--- src/verilog/pcd_pkg.sv ---
// Constants for the PLL and clock divider configuration block.
// Assumes a byte-wide register port fed by the device's control-port decoder.
package pcd_pkg;

  // Register addresses on the control port
  localparam logic [7:0] ADDR_INT = 8'h15;
  localparam logic [7:0] ADDR_FRAC_HI = 8'h16;
  localparam logic [7:0] ADDR_FRAC_LO = 8'h17;
  localparam logic [7:0] ADDR_R = 8'h18;
  localparam logic [7:0] ADDR_LCNT_LO = 8'h19;
  localparam logic [7:0] ADDR_LCNT_HI = 8'h1A;
  localparam logic [7:0] ADDR_DSP = 8'h1B;
  localparam logic [7:0] ADDR_DAC = 8'h1C;
  localparam logic [7:0] ADDR_PUMP = 8'h1D;

  // Field widths
  localparam int INT_W = 6;
  localparam int FRAC_W = 14;
  localparam int FRAC_HI_W = 6;
  localparam int R_W = 4;
  localparam int DIV_W = 7;
  localparam int LCNT_W = 16;
  localparam int MULT_W = 24;

  // Values after reset
  localparam logic [5:0] RST_INT = 6'h08;
  localparam logic [5:0] RST_FRAC_HI = 6'h00;
  localparam logic [7:0] RST_FRAC_LO = 8'h00;
  localparam logic [3:0] RST_R = 4'h0;
  localparam logic [7:0] RST_LCNT_LO = 8'h00;
  localparam logic [7:0] RST_LCNT_HI = 8'h80;
  localparam logic [6:0] RST_DSP = 7'h00;
  localparam logic [6:0] RST_DAC = 7'h0F;
  localparam logic [6:0] RST_PUMP = 7'h03;

  // Fraction is held in decimal, 0 to 9999; one unit of J is 10000 units of D
  localparam logic [13:0] D_MAX = 14'h270F;
  localparam logic [23:0] D_SCALE = 24'h002710;
  localparam logic [15:0] LCNT_SAT = 16'hFFFF;

  // Lock detector states
  typedef enum logic [1:0] {
    PCD_HUNT = 2'b01,
    PCD_LOCKED = 2'b10
  } pcd_lock_state_t;

endpackage
--- src/verilog/pcd_clk_cfg.sv ---
// PLL factor, lock count and clock divider configuration registers.
// Assumes a byte register port from the control-port decoder, synchronous to ref_clk,
// and a feedback-clock enable and lock flag from the PLL, also synchronous.
//
// What this block does
// Low byte holds D bits 7-0, max 9999
// Overall PLL factor is J.D times R
// R field encodes R as value plus one
// Auto set mode overrides manual factor fields
// Lock after threshold consecutive feedback lock flags
// Threshold applied only on upper byte write
// Host writes lower lock byte first
// DSP divider divides by value plus one
// DAC divider divides by value plus one
// Pump divider divides by value plus one
// D upper bits in bits 5-0 below
// Host never programs J as zero
// Missing lock flag restarts count, clears lock
`timescale 1ns/10ps
module pcd_clk_cfg (
  // Clock and reset
  input wire logic ref_clk,
  input wire logic sys_rst,
  // Register port
  input wire logic [7:0] reg_addr,
  input wire logic [7:0] reg_wdata,
  input wire logic reg_wr,
  input wire logic reg_rd,
  output logic [7:0] reg_rdata,
  // Clock auto set mode and its derived settings
  input wire logic auto_set_mode,
  input wire logic [5:0] auto_int,
  input wire logic [13:0] auto_frac,
  input wire logic [3:0] auto_r,
  input wire logic [6:0] auto_dsp_div,
  input wire logic [6:0] auto_dac_div,
  input wire logic [6:0] auto_pump_div,
  // PLL feedback side
  input wire logic fb_tick,
  input wire logic lock_flag,
  // PLL settings in use
  output logic [5:0] pll_int,
  output logic [13:0] pll_frac,
  output logic [4:0] pll_r_mult,
  output logic [23:0] pll_mult,
  output logic frac_err,
  output logic pll_locked,
  // Divided clock enables
  output logic dsp_clk_en,
  output logic dac_clk_en,
  output logic pump_clk_en
);

  // Programmed fields
  logic [5:0] int_field_q;
  logic [5:0] frac_hi_q;
  logic [7:0] frac_lo_q;
  logic [3:0] r_field_q;
  logic [7:0] lock_lo_q;
  logic [15:0] lock_thr_q;
  logic [6:0] dsp_div_q;
  logic [6:0] dac_div_q;
  logic [6:0] pump_div_q;
  // Settings in use
  logic [5:0] int_q;
  logic [13:0] frac_q;
  logic [4:0] r_mult_q;
  logic [23:0] mult_q;
  logic frac_err_q;
  logic [6:0] dsp_eff_q;
  logic [6:0] dac_eff_q;
  logic [6:0] pump_eff_q;
  logic [7:0] rdata_q;
  // Lock detector
  pcd_pkg::pcd_lock_state_t lock_state_q;
  logic [15:0] lock_cnt_q;
  logic [16:0] cnt_next;
  logic wr_lcnt_hi;

  // Picks the automatic value while auto set mode is active
  function automatic logic [6:0] pcd_pick7(input logic auto_on, input logic [6:0] a, input logic [6:0] m);
    pcd_pick7 = auto_on ? a : m;
  endfunction

  // Overall factor scaled by 10000: (J * 10000 + D) * R
  function automatic logic [23:0] pcd_factor(input logic [5:0] j, input logic [13:0] d, input logic [4:0] r);
    logic [23:0] jd;
    jd = 24'(24'(j) * pcd_pkg::D_SCALE) + 24'(d);
    pcd_factor = 24'(jd * 24'(r));
  endfunction

  assign wr_lcnt_hi = reg_wr && (reg_addr == pcd_pkg::ADDR_LCNT_HI);
  assign cnt_next = {1'b0, lock_cnt_q} + 17'h00001;

  // Register writes; reserved bits are dropped
  always_ff @(posedge ref_clk) begin
    if (sys_rst) begin
      int_field_q <= pcd_pkg::RST_INT;
      frac_hi_q <= pcd_pkg::RST_FRAC_HI;
      frac_lo_q <= pcd_pkg::RST_FRAC_LO;
      r_field_q <= pcd_pkg::RST_R;
      dsp_div_q <= pcd_pkg::RST_DSP;
      dac_div_q <= pcd_pkg::RST_DAC;
      pump_div_q <= pcd_pkg::RST_PUMP;
    end else if (reg_wr) begin
      case (reg_addr)
        pcd_pkg::ADDR_INT: int_field_q <= reg_wdata[5:0];
        pcd_pkg::ADDR_FRAC_HI: frac_hi_q <= reg_wdata[5:0];
        pcd_pkg::ADDR_FRAC_LO: frac_lo_q <= reg_wdata;
        pcd_pkg::ADDR_R: r_field_q <= reg_wdata[3:0];
        pcd_pkg::ADDR_DSP: dsp_div_q <= reg_wdata[6:0];
        pcd_pkg::ADDR_DAC: dac_div_q <= reg_wdata[6:0];
        pcd_pkg::ADDR_PUMP: pump_div_q <= reg_wdata[6:0];
        default: ;
      endcase
    end
  end

  // Lock count: low byte is only staged, the pair goes live on the upper byte write
  always_ff @(posedge ref_clk) begin
    if (sys_rst) begin
      lock_lo_q <= pcd_pkg::RST_LCNT_LO;
      lock_thr_q <= {pcd_pkg::RST_LCNT_HI, pcd_pkg::RST_LCNT_LO};
    end else begin
      if (reg_wr && reg_addr == pcd_pkg::ADDR_LCNT_LO) begin
        lock_lo_q <= reg_wdata;
      end
      if (wr_lcnt_hi) begin
        lock_thr_q <= {reg_wdata, lock_lo_q};
      end
    end
  end

  // Read data one cycle after the strobe; unmapped addresses read zero
  always_ff @(posedge ref_clk) begin
    if (sys_rst) begin
      rdata_q <= 8'h00;
    end else if (reg_rd) begin
      case (reg_addr)
        pcd_pkg::ADDR_INT: rdata_q <= {2'h0, int_field_q};
        pcd_pkg::ADDR_FRAC_HI: rdata_q <= {2'h0, frac_hi_q};
        pcd_pkg::ADDR_FRAC_LO: rdata_q <= frac_lo_q;
        pcd_pkg::ADDR_R: rdata_q <= {4'h0, r_field_q};
        pcd_pkg::ADDR_LCNT_LO: rdata_q <= lock_lo_q;
        pcd_pkg::ADDR_LCNT_HI: rdata_q <= lock_thr_q[15:8];
        pcd_pkg::ADDR_DSP: rdata_q <= {1'b0, dsp_div_q};
        pcd_pkg::ADDR_DAC: rdata_q <= {1'b0, dac_div_q};
        pcd_pkg::ADDR_PUMP: rdata_q <= {1'b0, pump_div_q};
        default: rdata_q <= 8'h00;
      endcase
    end
  end

  // Factor selection; auto mode takes precedence over every manual field
  always_ff @(posedge ref_clk) begin
    if (sys_rst) begin
      int_q <= pcd_pkg::RST_INT;
      frac_q <= {pcd_pkg::RST_FRAC_HI, pcd_pkg::RST_FRAC_LO};
      r_mult_q <= 5'h01;
      frac_err_q <= 1'b0;
    end else if (auto_set_mode) begin
      int_q <= auto_int;
      frac_q <= auto_frac;
      r_mult_q <= {1'b0, auto_r} + 5'h01;
      frac_err_q <= auto_frac > pcd_pkg::D_MAX;
    end else begin
      int_q <= int_field_q;
      frac_q <= {frac_hi_q, frac_lo_q};
      r_mult_q <= {1'b0, r_field_q} + 5'h01;
      frac_err_q <= {frac_hi_q, frac_lo_q} > pcd_pkg::D_MAX;
    end
  end

  // Overall factor follows the selected fields one cycle later
  always_ff @(posedge ref_clk) begin
    if (sys_rst) begin
      mult_q <= 24'h000000;
    end else begin
      mult_q <= pcd_factor(int_q, frac_q, r_mult_q);
    end
  end

  // Divider values in use
  always_ff @(posedge ref_clk) begin
    if (sys_rst) begin
      dsp_eff_q <= pcd_pkg::RST_DSP;
      dac_eff_q <= pcd_pkg::RST_DAC;
      pump_eff_q <= pcd_pkg::RST_PUMP;
    end else begin
      dsp_eff_q <= pcd_pick7(auto_set_mode, auto_dsp_div, dsp_div_q);
      dac_eff_q <= pcd_pick7(auto_set_mode, auto_dac_div, dac_div_q);
      pump_eff_q <= pcd_pick7(auto_set_mode, auto_pump_div, pump_div_q);
    end
  end

  // Lock detector; a threshold of zero locks on the first flag seen
  always_ff @(posedge ref_clk) begin
    if (sys_rst) begin
      lock_state_q <= pcd_pkg::PCD_HUNT;
      lock_cnt_q <= 16'h0000;
    end else if (fb_tick) begin
      if (!lock_flag) begin
        lock_state_q <= pcd_pkg::PCD_HUNT;
        lock_cnt_q <= 16'h0000;
      end else begin
        if (lock_cnt_q != pcd_pkg::LCNT_SAT) begin
          lock_cnt_q <= cnt_next[15:0];
        end
        case (lock_state_q)
          pcd_pkg::PCD_HUNT: begin
            if (cnt_next >= {1'b0, lock_thr_q}) begin
              lock_state_q <= pcd_pkg::PCD_LOCKED;
            end
          end
          pcd_pkg::PCD_LOCKED: lock_state_q <= pcd_pkg::PCD_LOCKED;
          default: lock_state_q <= pcd_pkg::PCD_HUNT;
        endcase
      end
    end
  end

  // Divided clock enables
  pcd_clk_div u_dsp_div (
    .ref_clk(ref_clk),
    .sys_rst(sys_rst),
    .div_val(dsp_eff_q),
    .tick_q(dsp_clk_en)
  );
  pcd_clk_div u_dac_div (
    .ref_clk(ref_clk),
    .sys_rst(sys_rst),
    .div_val(dac_eff_q),
    .tick_q(dac_clk_en)
  );
  pcd_clk_div u_pump_div (
    .ref_clk(ref_clk),
    .sys_rst(sys_rst),
    .div_val(pump_eff_q),
    .tick_q(pump_clk_en)
  );

  // Outputs straight from flops
  assign reg_rdata = rdata_q;
  assign pll_int = int_q;
  assign pll_frac = frac_q;
  assign pll_r_mult = r_mult_q;
  assign pll_mult = mult_q;
  assign frac_err = frac_err_q;
  // One-hot state, so the lock status is the locked state bit itself
  assign pll_locked = lock_state_q[1];

  // Checks
  a_frac_range: assert property (@(posedge ref_clk) disable iff (sys_rst)
    frac_err_q == (frac_q > pcd_pkg::D_MAX))
    else $error("fraction range flag disagrees with fraction");
  a_factor_value: assert property (@(posedge ref_clk) disable iff (sys_rst)
    !$past(sys_rst) |-> mult_q == 24'(($past(24'(int_q)) * 24'h002710 + $past(24'(frac_q))) * $past(24'(r_mult_q))))
    else $error("overall factor wrong");
  a_r_encode: assert property (@(posedge ref_clk) disable iff (sys_rst)
    !$past(sys_rst) && !$past(auto_set_mode) |-> r_mult_q == $past({1'b0, r_field_q}) + 5'h01)
    else $error("R multiplier is not field plus one");
  a_auto_override: assert property (@(posedge ref_clk) disable iff (sys_rst)
    auto_set_mode |=> int_q == $past(auto_int) && frac_q == $past(auto_frac) && dsp_eff_q == $past(auto_dsp_div))
    else $error("manual field used in auto set mode");
  a_lock_reach: assert property (@(posedge ref_clk) disable iff (sys_rst)
    !pll_locked ##1 pll_locked |-> $past(fb_tick) && $past(lock_flag) && $past(cnt_next) >= {1'b0, $past(lock_thr_q)})
    else $error("lock declared before threshold count");
  a_thr_staged: assert property (@(posedge ref_clk) disable iff (sys_rst)
    !wr_lcnt_hi |=> $stable(lock_thr_q))
    else $error("threshold changed without upper byte write");
  a_thr_apply: assert property (@(posedge ref_clk) disable iff (sys_rst)
    wr_lcnt_hi |=> lock_thr_q == {$past(reg_wdata), $past(lock_lo_q)})
    else $error("threshold not applied from staged pair");
  a_frac_join: assert property (@(posedge ref_clk) disable iff (sys_rst)
    !$past(sys_rst) && !$past(auto_set_mode) |-> frac_q == {$past(frac_hi_q), $past(frac_lo_q)})
    else $error("fraction not built from high and low fields");
  a_lock_drop: assert property (@(posedge ref_clk) disable iff (sys_rst)
    fb_tick && !lock_flag |=> !pll_locked && lock_cnt_q == 16'h0000)
    else $error("missing lock flag did not restart count");
  a_div_manual: assert property (@(posedge ref_clk) disable iff (sys_rst)
    !auto_set_mode |=> dac_eff_q == $past(dac_div_q) && pump_eff_q == $past(pump_div_q))
    else $error("manual divider not applied");
  a_int_select: assert property (@(posedge ref_clk) disable iff (sys_rst)
    !$past(sys_rst) && !$past(auto_set_mode) |-> int_q == $past(int_field_q))
    else $error("J in use is not the programmed field");
  a_div_auto: assert property (@(posedge ref_clk) disable iff (sys_rst)
    auto_set_mode |=> dac_eff_q == $past(auto_dac_div) && pump_eff_q == $past(auto_pump_div))
    else $error("manual divider used in auto set mode");
  a_frac_store: assert property (@(posedge ref_clk) disable iff (sys_rst)
    reg_wr && reg_addr == pcd_pkg::ADDR_FRAC_LO |=> frac_lo_q == $past(reg_wdata))
    else $error("fraction low byte not stored");
  // Lock survives threshold rewrites; only a missing flag may drop it
  a_lock_hold: assert property (@(posedge ref_clk) disable iff (sys_rst)
    pll_locked && !(fb_tick && !lock_flag) |=> pll_locked)
    else $error("lock dropped without a missing flag");
  a_lock_count: assert property (@(posedge ref_clk) disable iff (sys_rst)
    fb_tick && lock_flag && lock_cnt_q != pcd_pkg::LCNT_SAT |=> lock_cnt_q == $past(lock_cnt_q) + 16'h0001)
    else $error("consecutive lock flags not counted");

  c_locked: cover property (@(posedge ref_clk) disable iff (sys_rst) !pll_locked ##1 pll_locked);
  c_frac_err: cover property (@(posedge ref_clk) disable iff (sys_rst) $rose(frac_err_q));
  c_auto_entry: cover property (@(posedge ref_clk) disable iff (sys_rst) !auto_set_mode ##1 auto_set_mode);
  c_thr_write: cover property (@(posedge ref_clk) disable iff (sys_rst)
    reg_wr && reg_addr == pcd_pkg::ADDR_LCNT_LO ##[1:8] wr_lcnt_hi);
  c_lock_lost: cover property (@(posedge ref_clk) disable iff (sys_rst) pll_locked ##1 !pll_locked);

endmodule

--- src/verilog/pcd_clk_div.sv ---
// Source clock divider producing a one-cycle enable every (value + 1) cycles.
// Assumes the source clock is ref_clk; the divide value may change at any time.
`timescale 1ns/10ps
module pcd_clk_div (
  // Clock and reset
  input wire logic ref_clk,
  input wire logic sys_rst,
  // Divider field, divide by value plus one
  input wire logic [6:0] div_val,
  // Divided clock enable
  output logic tick_q
);

  logic [6:0] cnt_q;

  // Wrap on >= so a smaller new value takes effect without a long runout
  always_ff @(posedge ref_clk) begin
    if (sys_rst) begin
      cnt_q <= 7'h00;
      tick_q <= 1'b0;
    end else if (cnt_q >= div_val) begin // see see
      cnt_q <= 7'h00;
      tick_q <= 1'b1;
    end else begin
      cnt_q <= cnt_q + 7'h01;
      tick_q <= 1'b0;
    end
  end

  // Period check at divide by four, and no back-to-back ticks above divide by one
  a_div_period: assert property (@(posedge ref_clk) disable iff (sys_rst)
    (tick_q && div_val == 7'h03) ##1 (div_val == 7'h03)[*3] |=> tick_q)
    else $error("divider period is not value plus one");
  a_div_gap: assert property (@(posedge ref_clk) disable iff (sys_rst)
    tick_q && div_val != 7'h00 && $stable(div_val) |=> !tick_q)
    else $error("divider ticked twice in a row");

endmodule

--- config.mk ---
export PLATFORM = sky130hd
export DESIGN_NAME = pcd_clk_cfg
export DESIGN_NICKNAME = d
export VERILOG_FILES = /design/src/verilog/pcd_pkg.sv /design/src/verilog/pcd_clk_cfg.sv /design/src/verilog/pcd_clk_div.sv
export SDC_FILE = /design/constraint.sdc
export NUM_CORES = 1
export LEC_CHECK = 0
export ABC_AREA = 1
export ABC_CLOCK_PERIOD_IN_PS = 6800
export BUFFER_PORTS_ARGS = -buffer_cell sky130_fd_sc_hd__buf_4
export CORE_AREA = 5 5 163 165
export CTS_BUF_LIST = sky130_fd_sc_hd__clkbuf_2 sky130_fd_sc_hd__clkbuf_4 sky130_fd_sc_hd__clkbuf_8
export DETAILED_ROUTE_END_ITERATION = 16
export DIE_AREA = 0 0 168 170
export HOLD_SLACK_MARGIN = 0.15
export PLACE_DENSITY_LB_ADDON = 0.12
export SYNTH_ARGS = -nofsm -noshare
export SYNTH_HDL_FRONTEND = slang
export SYNTH_SLANG_ARGS = --single-unit
--- constraint.sdc ---
create_clock -name ref_clk -period 6.8 [get_ports ref_clk]
set_clock_uncertainty 0.05 [all_clocks]
set_input_delay 1.36 -clock ref_clk [delete_from_list [all_inputs] [get_ports ref_clk]]
set_output_delay 1.36 -clock ref_clk [all_outputs]
set_load 0.05 [all_outputs]
After elaboration in Yosys (flattened, before gate mapping)
Cells that the tools add are included.
Word-level totals
  flip-flop bits (word level): 190
  bits of input ports: 68
  output and inout bits: 62
  logic and storage cells: 85
Operators by class
  add/sub/neg operators: 7
  multiply operators: 2
  order comparisons: 6
  equality and inequality tests: 14
  mux-type cells: 16
  reduce and logical (&&, ||, !) cells: 14
Operator list (count)
  8-bit by 5-bit equality test with 1-bit output (second input constant): 9
  8-bit one-hot mux with 9 select lines: 1
  16-bit 2-to-1 mux: 2
  14-bit greater-than comparator (second input constant): 2
  21-bit by 5-bit multiplier with 24-bit output: 1
  20-bit by 14-bit adder with 21-bit output: 1
  7-bit by 1-bit adder with 7-bit output (second input constant): 3
  7-bit greater-or-equal comparator: 3
  7-bit 2-to-1 mux: 3
  2-bit AND reduction: 9
  16-bit by 1-bit adder with 17-bit output (second input constant): 1
  17-bit by 16-bit greater-or-equal comparator with 1-bit output: 1
  6-bit by 10-bit multiplier with 16-bit output (second input constant): 1
  16-bit != test (second input constant): 1
  14-bit 2-to-1 mux: 1
  4-bit by 1-bit adder with 5-bit output (second input constant): 2
  6-bit 2-to-1 mux: 1
  2-bit OR reduction: 3
  5-bit 2-to-1 mux: 1
  1-bit 2-to-1 mux: 4
  2-bit 2-to-1 mux: 2
  2-bit one-hot mux with 2 select lines: 1
  3-bit != test (second input constant): 1
  2-bit by 1-bit equality test with 1-bit output (second input constant): 1
  other kinds (3): 4

Longest topological paths before layout
  depth in word-level cells: 5
  gate-level depth with buffers: 36
  depth with buffers taken out: 36

Cells and area by module
A second synthesis with hierarchy kept.
Second synthesis, totals
  cells, all modules: 1666
  area, all modules: 12513.3 sq um
Modules (own cells, without submodules)
  pcd_clk_cfg: instances 1, cells an instance 1453, area an instance 10913.0 sq um, sequential area each 3323.2 sq um
  pcd_clk_div at u_dsp_div ...: instances 2, cells an instance 71, area an instance 534.3 sq um, sequential area each 160.2 sq um
  pcd_clk_div at u_dac_div: instances 1, cells an instance 71, area an instance 531.8 sq um, sequential area each 160.2 sq um

Least setup slack after synthesis
Ideal clock, no wire load.
  kind: flip-flop to flip-flop
  start point: register int_q[1] (netlist: pll_int[1])
  end point: register mult_q[23] (netlist: pll_mult[23])
  setup time: 115 ps
  arrival time: 6621 ps
  data required time: 6635 ps
  setup slack: 14 ps
  stages on the path, launching flop included: 30
  buffers on the path: 0
  clock period less this slack: 6786 ps
  cells stage by stage: dfxtp_1 ha_1 ha_1 inv_1 fa_1 inv_1 ha_1 inv_1 fa_1 inv_1 ha_1 nand2_1 o21ai_0 a21boi_1 nor3_1 nand2_1 xnor2_2 nor2_1 fa_1 inv_1 fa_1 inv_1 fa_1 ha_1 a21o_1 a21o_1 a221oi_1 o211ai_1 a21oi_1 nor2_1
On the way
  longest elaborated chain between the ends: 3
Ends and longest elaborated chain
  start: declaration: RTL line pcd_clk_cfg.sv:65  | logic [5:0] int_q;
  start signal: assignment: RTL line pcd_clk_cfg.sv:157  | int_q <= pcd_pkg::RST_INT;
  start signal: assignment: RTL line pcd_clk_cfg.sv:162  | int_q <= auto_int;
  start signal: assignment: RTL line pcd_clk_cfg.sv:167  | int_q <= int_field_q;
  6-bit by 10-bit multiplier with 16-bit output: RTL line pcd_clk_cfg.sv:88  | jd = 24'(24'(j) * pcd_pkg::D_SCALE) + 24'(d);
  20-bit by 14-bit adder with 21-bit output: RTL line pcd_clk_cfg.sv:88
  21-bit by 5-bit multiplier with 24-bit output: RTL line pcd_clk_cfg.sv:89  | pcd_factor = 24'(jd * 24'(r));
  end signal: assignment: RTL line pcd_clk_cfg.sv:179  | mult_q <= pcd_factor(int_q, frac_q, r_mult_q);
  end: declaration: RTL line pcd_clk_cfg.sv:68  | logic [23:0] mult_q;
Every way passes these cells.
A chain may end at the register's enable or synchronous reset.

Worst setup path in the final report
  start point: register int_q[1] (netlist: pll_int[1])
  end point: register mult_q[22] (netlist: pll_mult[22])
The elaborated chain is that of the path after synthesis.

==> qor.csv <==
metric,value,unit
drc violations,0,
gpl congestion,0.8826,
result of the run,finished clean,
mean post-synth cell area,7.452,sq um
Rows,58,
maximum clock frequency,0.1527,GHz
clock sink count,190,
Max stage delay on crit path,0.54,ns
area taken by flip-flops and latches,3812,sq um
wire length of the first global-routing pass,52090,um
number of global-route vias before repair,10560,
combined area of all synthesized cells,12420,sq um
post-DP HPWL,25280,um
fraction of final layout cells sized beyond drive strength 1,0.1414,
IO Port Bufs,129,
Floorplan Core Area,24890,sq um
required time reported for the critical path endpoint,7.13,ns
buffer and inverter count on the worst path,4,
Die Area,28560,sq um
Slew @ Worst Pin,0.8986,ns
pin count of the biggest net entering global routing,65,
critical path start-end classification,register to register,
TritonCTS clock tree,done,
vias per cell,5.183,
filler cell count,2391,
"Max stage delay cell, worst path",sky130_fd_sc_hd__fa_1,
number of synthesized register bits,190,
Final Instance Count excl. Fillers,2126,
iteration count of the initial detailed-routing pass,5,
horizontal extent of the die,168,um
Pleak,6.882,nW
clock network latency to the later pin of the worst-skew pair,0.48,ns
aggregate routed wire length,32310,um
I/O pin total,130,
data arrival time of the critical path,6.87,ns
hold_buf cts,0,
max-cap violation count,0,
overall power after layout,3.414,mW
"Clk pin slew, worst setup/hold paths",0.12,ns
YS warnings,0,
capturing element type of the critical path,register,
initial antenna violation count,0,
Worst R2R Setup Slack,0.25,ns
chip height,170,um
Hold Path Origin,lock_state_q[0],
Max IR drop VDD,0.0001762,V
detailed-route via count,11020,
Final Util,0.5801,
Layout Cell Area excl Fill,14440,sq um
clock period minus worst slack,6.547,ns
number of distinct library cells after synthesis,51,
H-tree level count,4,
HP Class,register to register,
maximum root-to-sink buffer count,2,
number of failing setup endpoints in the final timing report,0,
effective utilization at floorplan,0.4991,
Final Hold Slack,0.4258,ns
setup TNS,0,ns
average detailed-routed wire length per instance,15.20,um
post-place instance area,13710,sq um
crit-path leading delay family,adder cells,
number of routed nets with antenna violations,0,
multi-input logic area,7582,sq um
Root Driver,sky130_fd_sc_hd__clkbuf_8,
final worst path period share,0.9628,
depth of the most critical reg-to-reg path,27,
final count of hold timing violations,0,
maximum fanout count along the critical path,6,
Final Slew Violations,0,
worst rel slew slack,0.4001,
cell count after synthesis,1667,
net count reported at finish,2021,
layout overhead on the synthesized area,16.22,%
worst hold stages,2,
number of buffers created by CTS,17,
power per standard cell area,236.4,nW/um^2
# diodes,0,
Setup WS pre-CTS,-0.001764,ns
Critical Path Source Type,register,
Iter 0 DRT Violations,498,
Final WS setup,0.2528,ns
global-route usage over all layers,0.2227,
total gr overflow,0,
Reg-to-Reg End,pll_mult[22],
end of the worst hold path,lock_state_q[0],
Inst Count DP,2088,
sequential area share after synthesis,0.3062,
Reg-to-Reg Start,pll_int[1],
==> sequential cells by signal, indices dropped and copies added (netlist names), 8 cells and up <==
name        cells
frac_lo_q       8
lock_cnt_q     16
pll_mult       24
lock_thr_q     16
pll_frac       14
lock_lo_q       8
reg_rdata       8
==> power breakdown <==
group	internal [mW]	switching, mW
Sequential	1.18	0.0364
Combinational	0.495	0.906
Clock	0.295	0.503
Total	1.97	1.45
==> worst max path at each step <==
stage	from	end	slack (ns)	cells after the start
final	pll_int[1]	pll_mult[22]	0.25	27
after global routing	pll_int[0]	pll_mult[22]	-0.07	30
after CTS	pll_int[4]	pll_mult[23]	0.008	26
after detailed placement	pll_int[4]	pll_mult[23]	-0.002	26
after global placement	pll_int[4]	pll_mult[23]	0.12	26
after floorplan	pll_int[1]	pll_mult[23]	0.01	29
==> area by class of cell <==
type,instances,area share
clock buffers,17,0.01620
clock inverters,15,0.01447
inverters,285,0.07409
multi-input cells,1140,0.5251
flip-flops and latches,190,0.2640
well taps,330,0.02860
repair buffers,149,0.07747
==> tightest hold or removal path: cells and delay by family, from the launching register on <==
| family | cells | cell delay (ns) |
|---|---|---|
| flops | 1 | 0.35 |
| simple gates | 2 | 0.10 |
==> cells in the final DEF, fill, tap and decap left out, types with 18 or more instances in the layout <==
cell,n
sky130_fd_sc_hd__nor2_1,141
sky130_fd_sc_hd__fa_1,63
sky130_fd_sc_hd__inv_1,277
sky130_fd_sc_hd__buf_4,149
sky130_fd_sc_hd__o21ai_0,131
sky130_fd_sc_hd__nand4_1,20
sky130_fd_sc_hd__dfxtp_1,187
sky130_fd_sc_hd__nand3_1,63
sky130_fd_sc_hd__ha_1,99
sky130_fd_sc_hd__xor2_1,18
sky130_fd_sc_hd__a21oi_1,191
sky130_fd_sc_hd__nand2_1,260
sky130_fd_sc_hd__o22ai_1,22
==> layer usage <==
metal / vias up / wire length [um] / GRT usage
met1: 5095 / 13940 / 0.2798
met4: 0 / 488 / 0.05258
met2: 249 / 16290 / 0.4048
li1: 5643 / - / -
met3: 31 / 1586 / 0.03252
met5: - / 0 / 0
==> cell usage after synthesis (all sizes together) <==
| library cell | number | share of area |
|---|---|---|
| a211oi | 1 | 0.00060 |
| a21boi | 1 | 0.00060 |
| a21o | 5 | 0.0030 |
| a21oi | 197 | 0.080 |
| a221oi | 7 | 0.0049 |
| a22oi | 2 | 0.0012 |
| a31o | 1 | 0.00071 |
| a31oi | 3 | 0.0015 |
| a41oi | 1 | 0.00071 |
| and2 | 2 | 0.0010 |
| buf | 4 | 0.0019 |
| clkbuf | 50 | 0.015 |
| clkinv | 3 | 0.00091 |
| conb | 1 | 0.00030 |
| dfxtp | 190 | 0.31 |
| fa | 64 | 0.10 |
| ha | 106 | 0.11 |
| inv | 282 | 0.085 |
| mux2i | 1 | 0.00081 |
| nand2 | 268 | 0.081 |
| nand3 | 65 | 0.027 |
| nand3b | 3 | 0.0018 |
| nand4 | 21 | 0.011 |
| nor2 | 149 | 0.046 |
| nor3 | 14 | 0.0064 |
| nor3b | 2 | 0.0012 |
| nor4 | 2 | 0.0010 |
| o2111ai | 3 | 0.0021 |
| o211ai | 2 | 0.0012 |
| o21a | 4 | 0.0024 |
| o21ai | 134 | 0.055 |
| o21bai | 2 | 0.0012 |
| o221ai | 2 | 0.0014 |
| o22ai | 22 | 0.011 |
| o311ai | 1 | 0.00071 |
| o31ai | 1 | 0.00060 |
| or2 | 15 | 0.0076 |
| xnor2 | 14 | 0.010 |
| xor2 | 22 | 0.016 |
==> logic make-up (layout without fill, tap and decap cells) <==
kind of cell / count (synthesis) / in the layout / synth area share
compound gates: 389 / 389 / 0.1692
xor+xnor: 36 / 36 / 0.02598
fa+ha+maj: 170 / 170 / 0.2099
buf+inv: 339 / 466 / 0.1031
flops: 190 / 190 / 0.3062
mux: 1 / 1 / 0.0008058
other cells: 1 / 3 / 0.0003019
simple gates: 541 / 541 / 0.1845
==> repair_timing <==
item | in CTS | in global routing
gates resized for setup | 2 | 49
pin swaps | 0 | 25
setup buffers | 0 | 6
hold endpoints to repair | 0 | 0
endpoints found under the setup margin | 1 | 8
No activity file was read; power rests on OpenSTA's default activity.
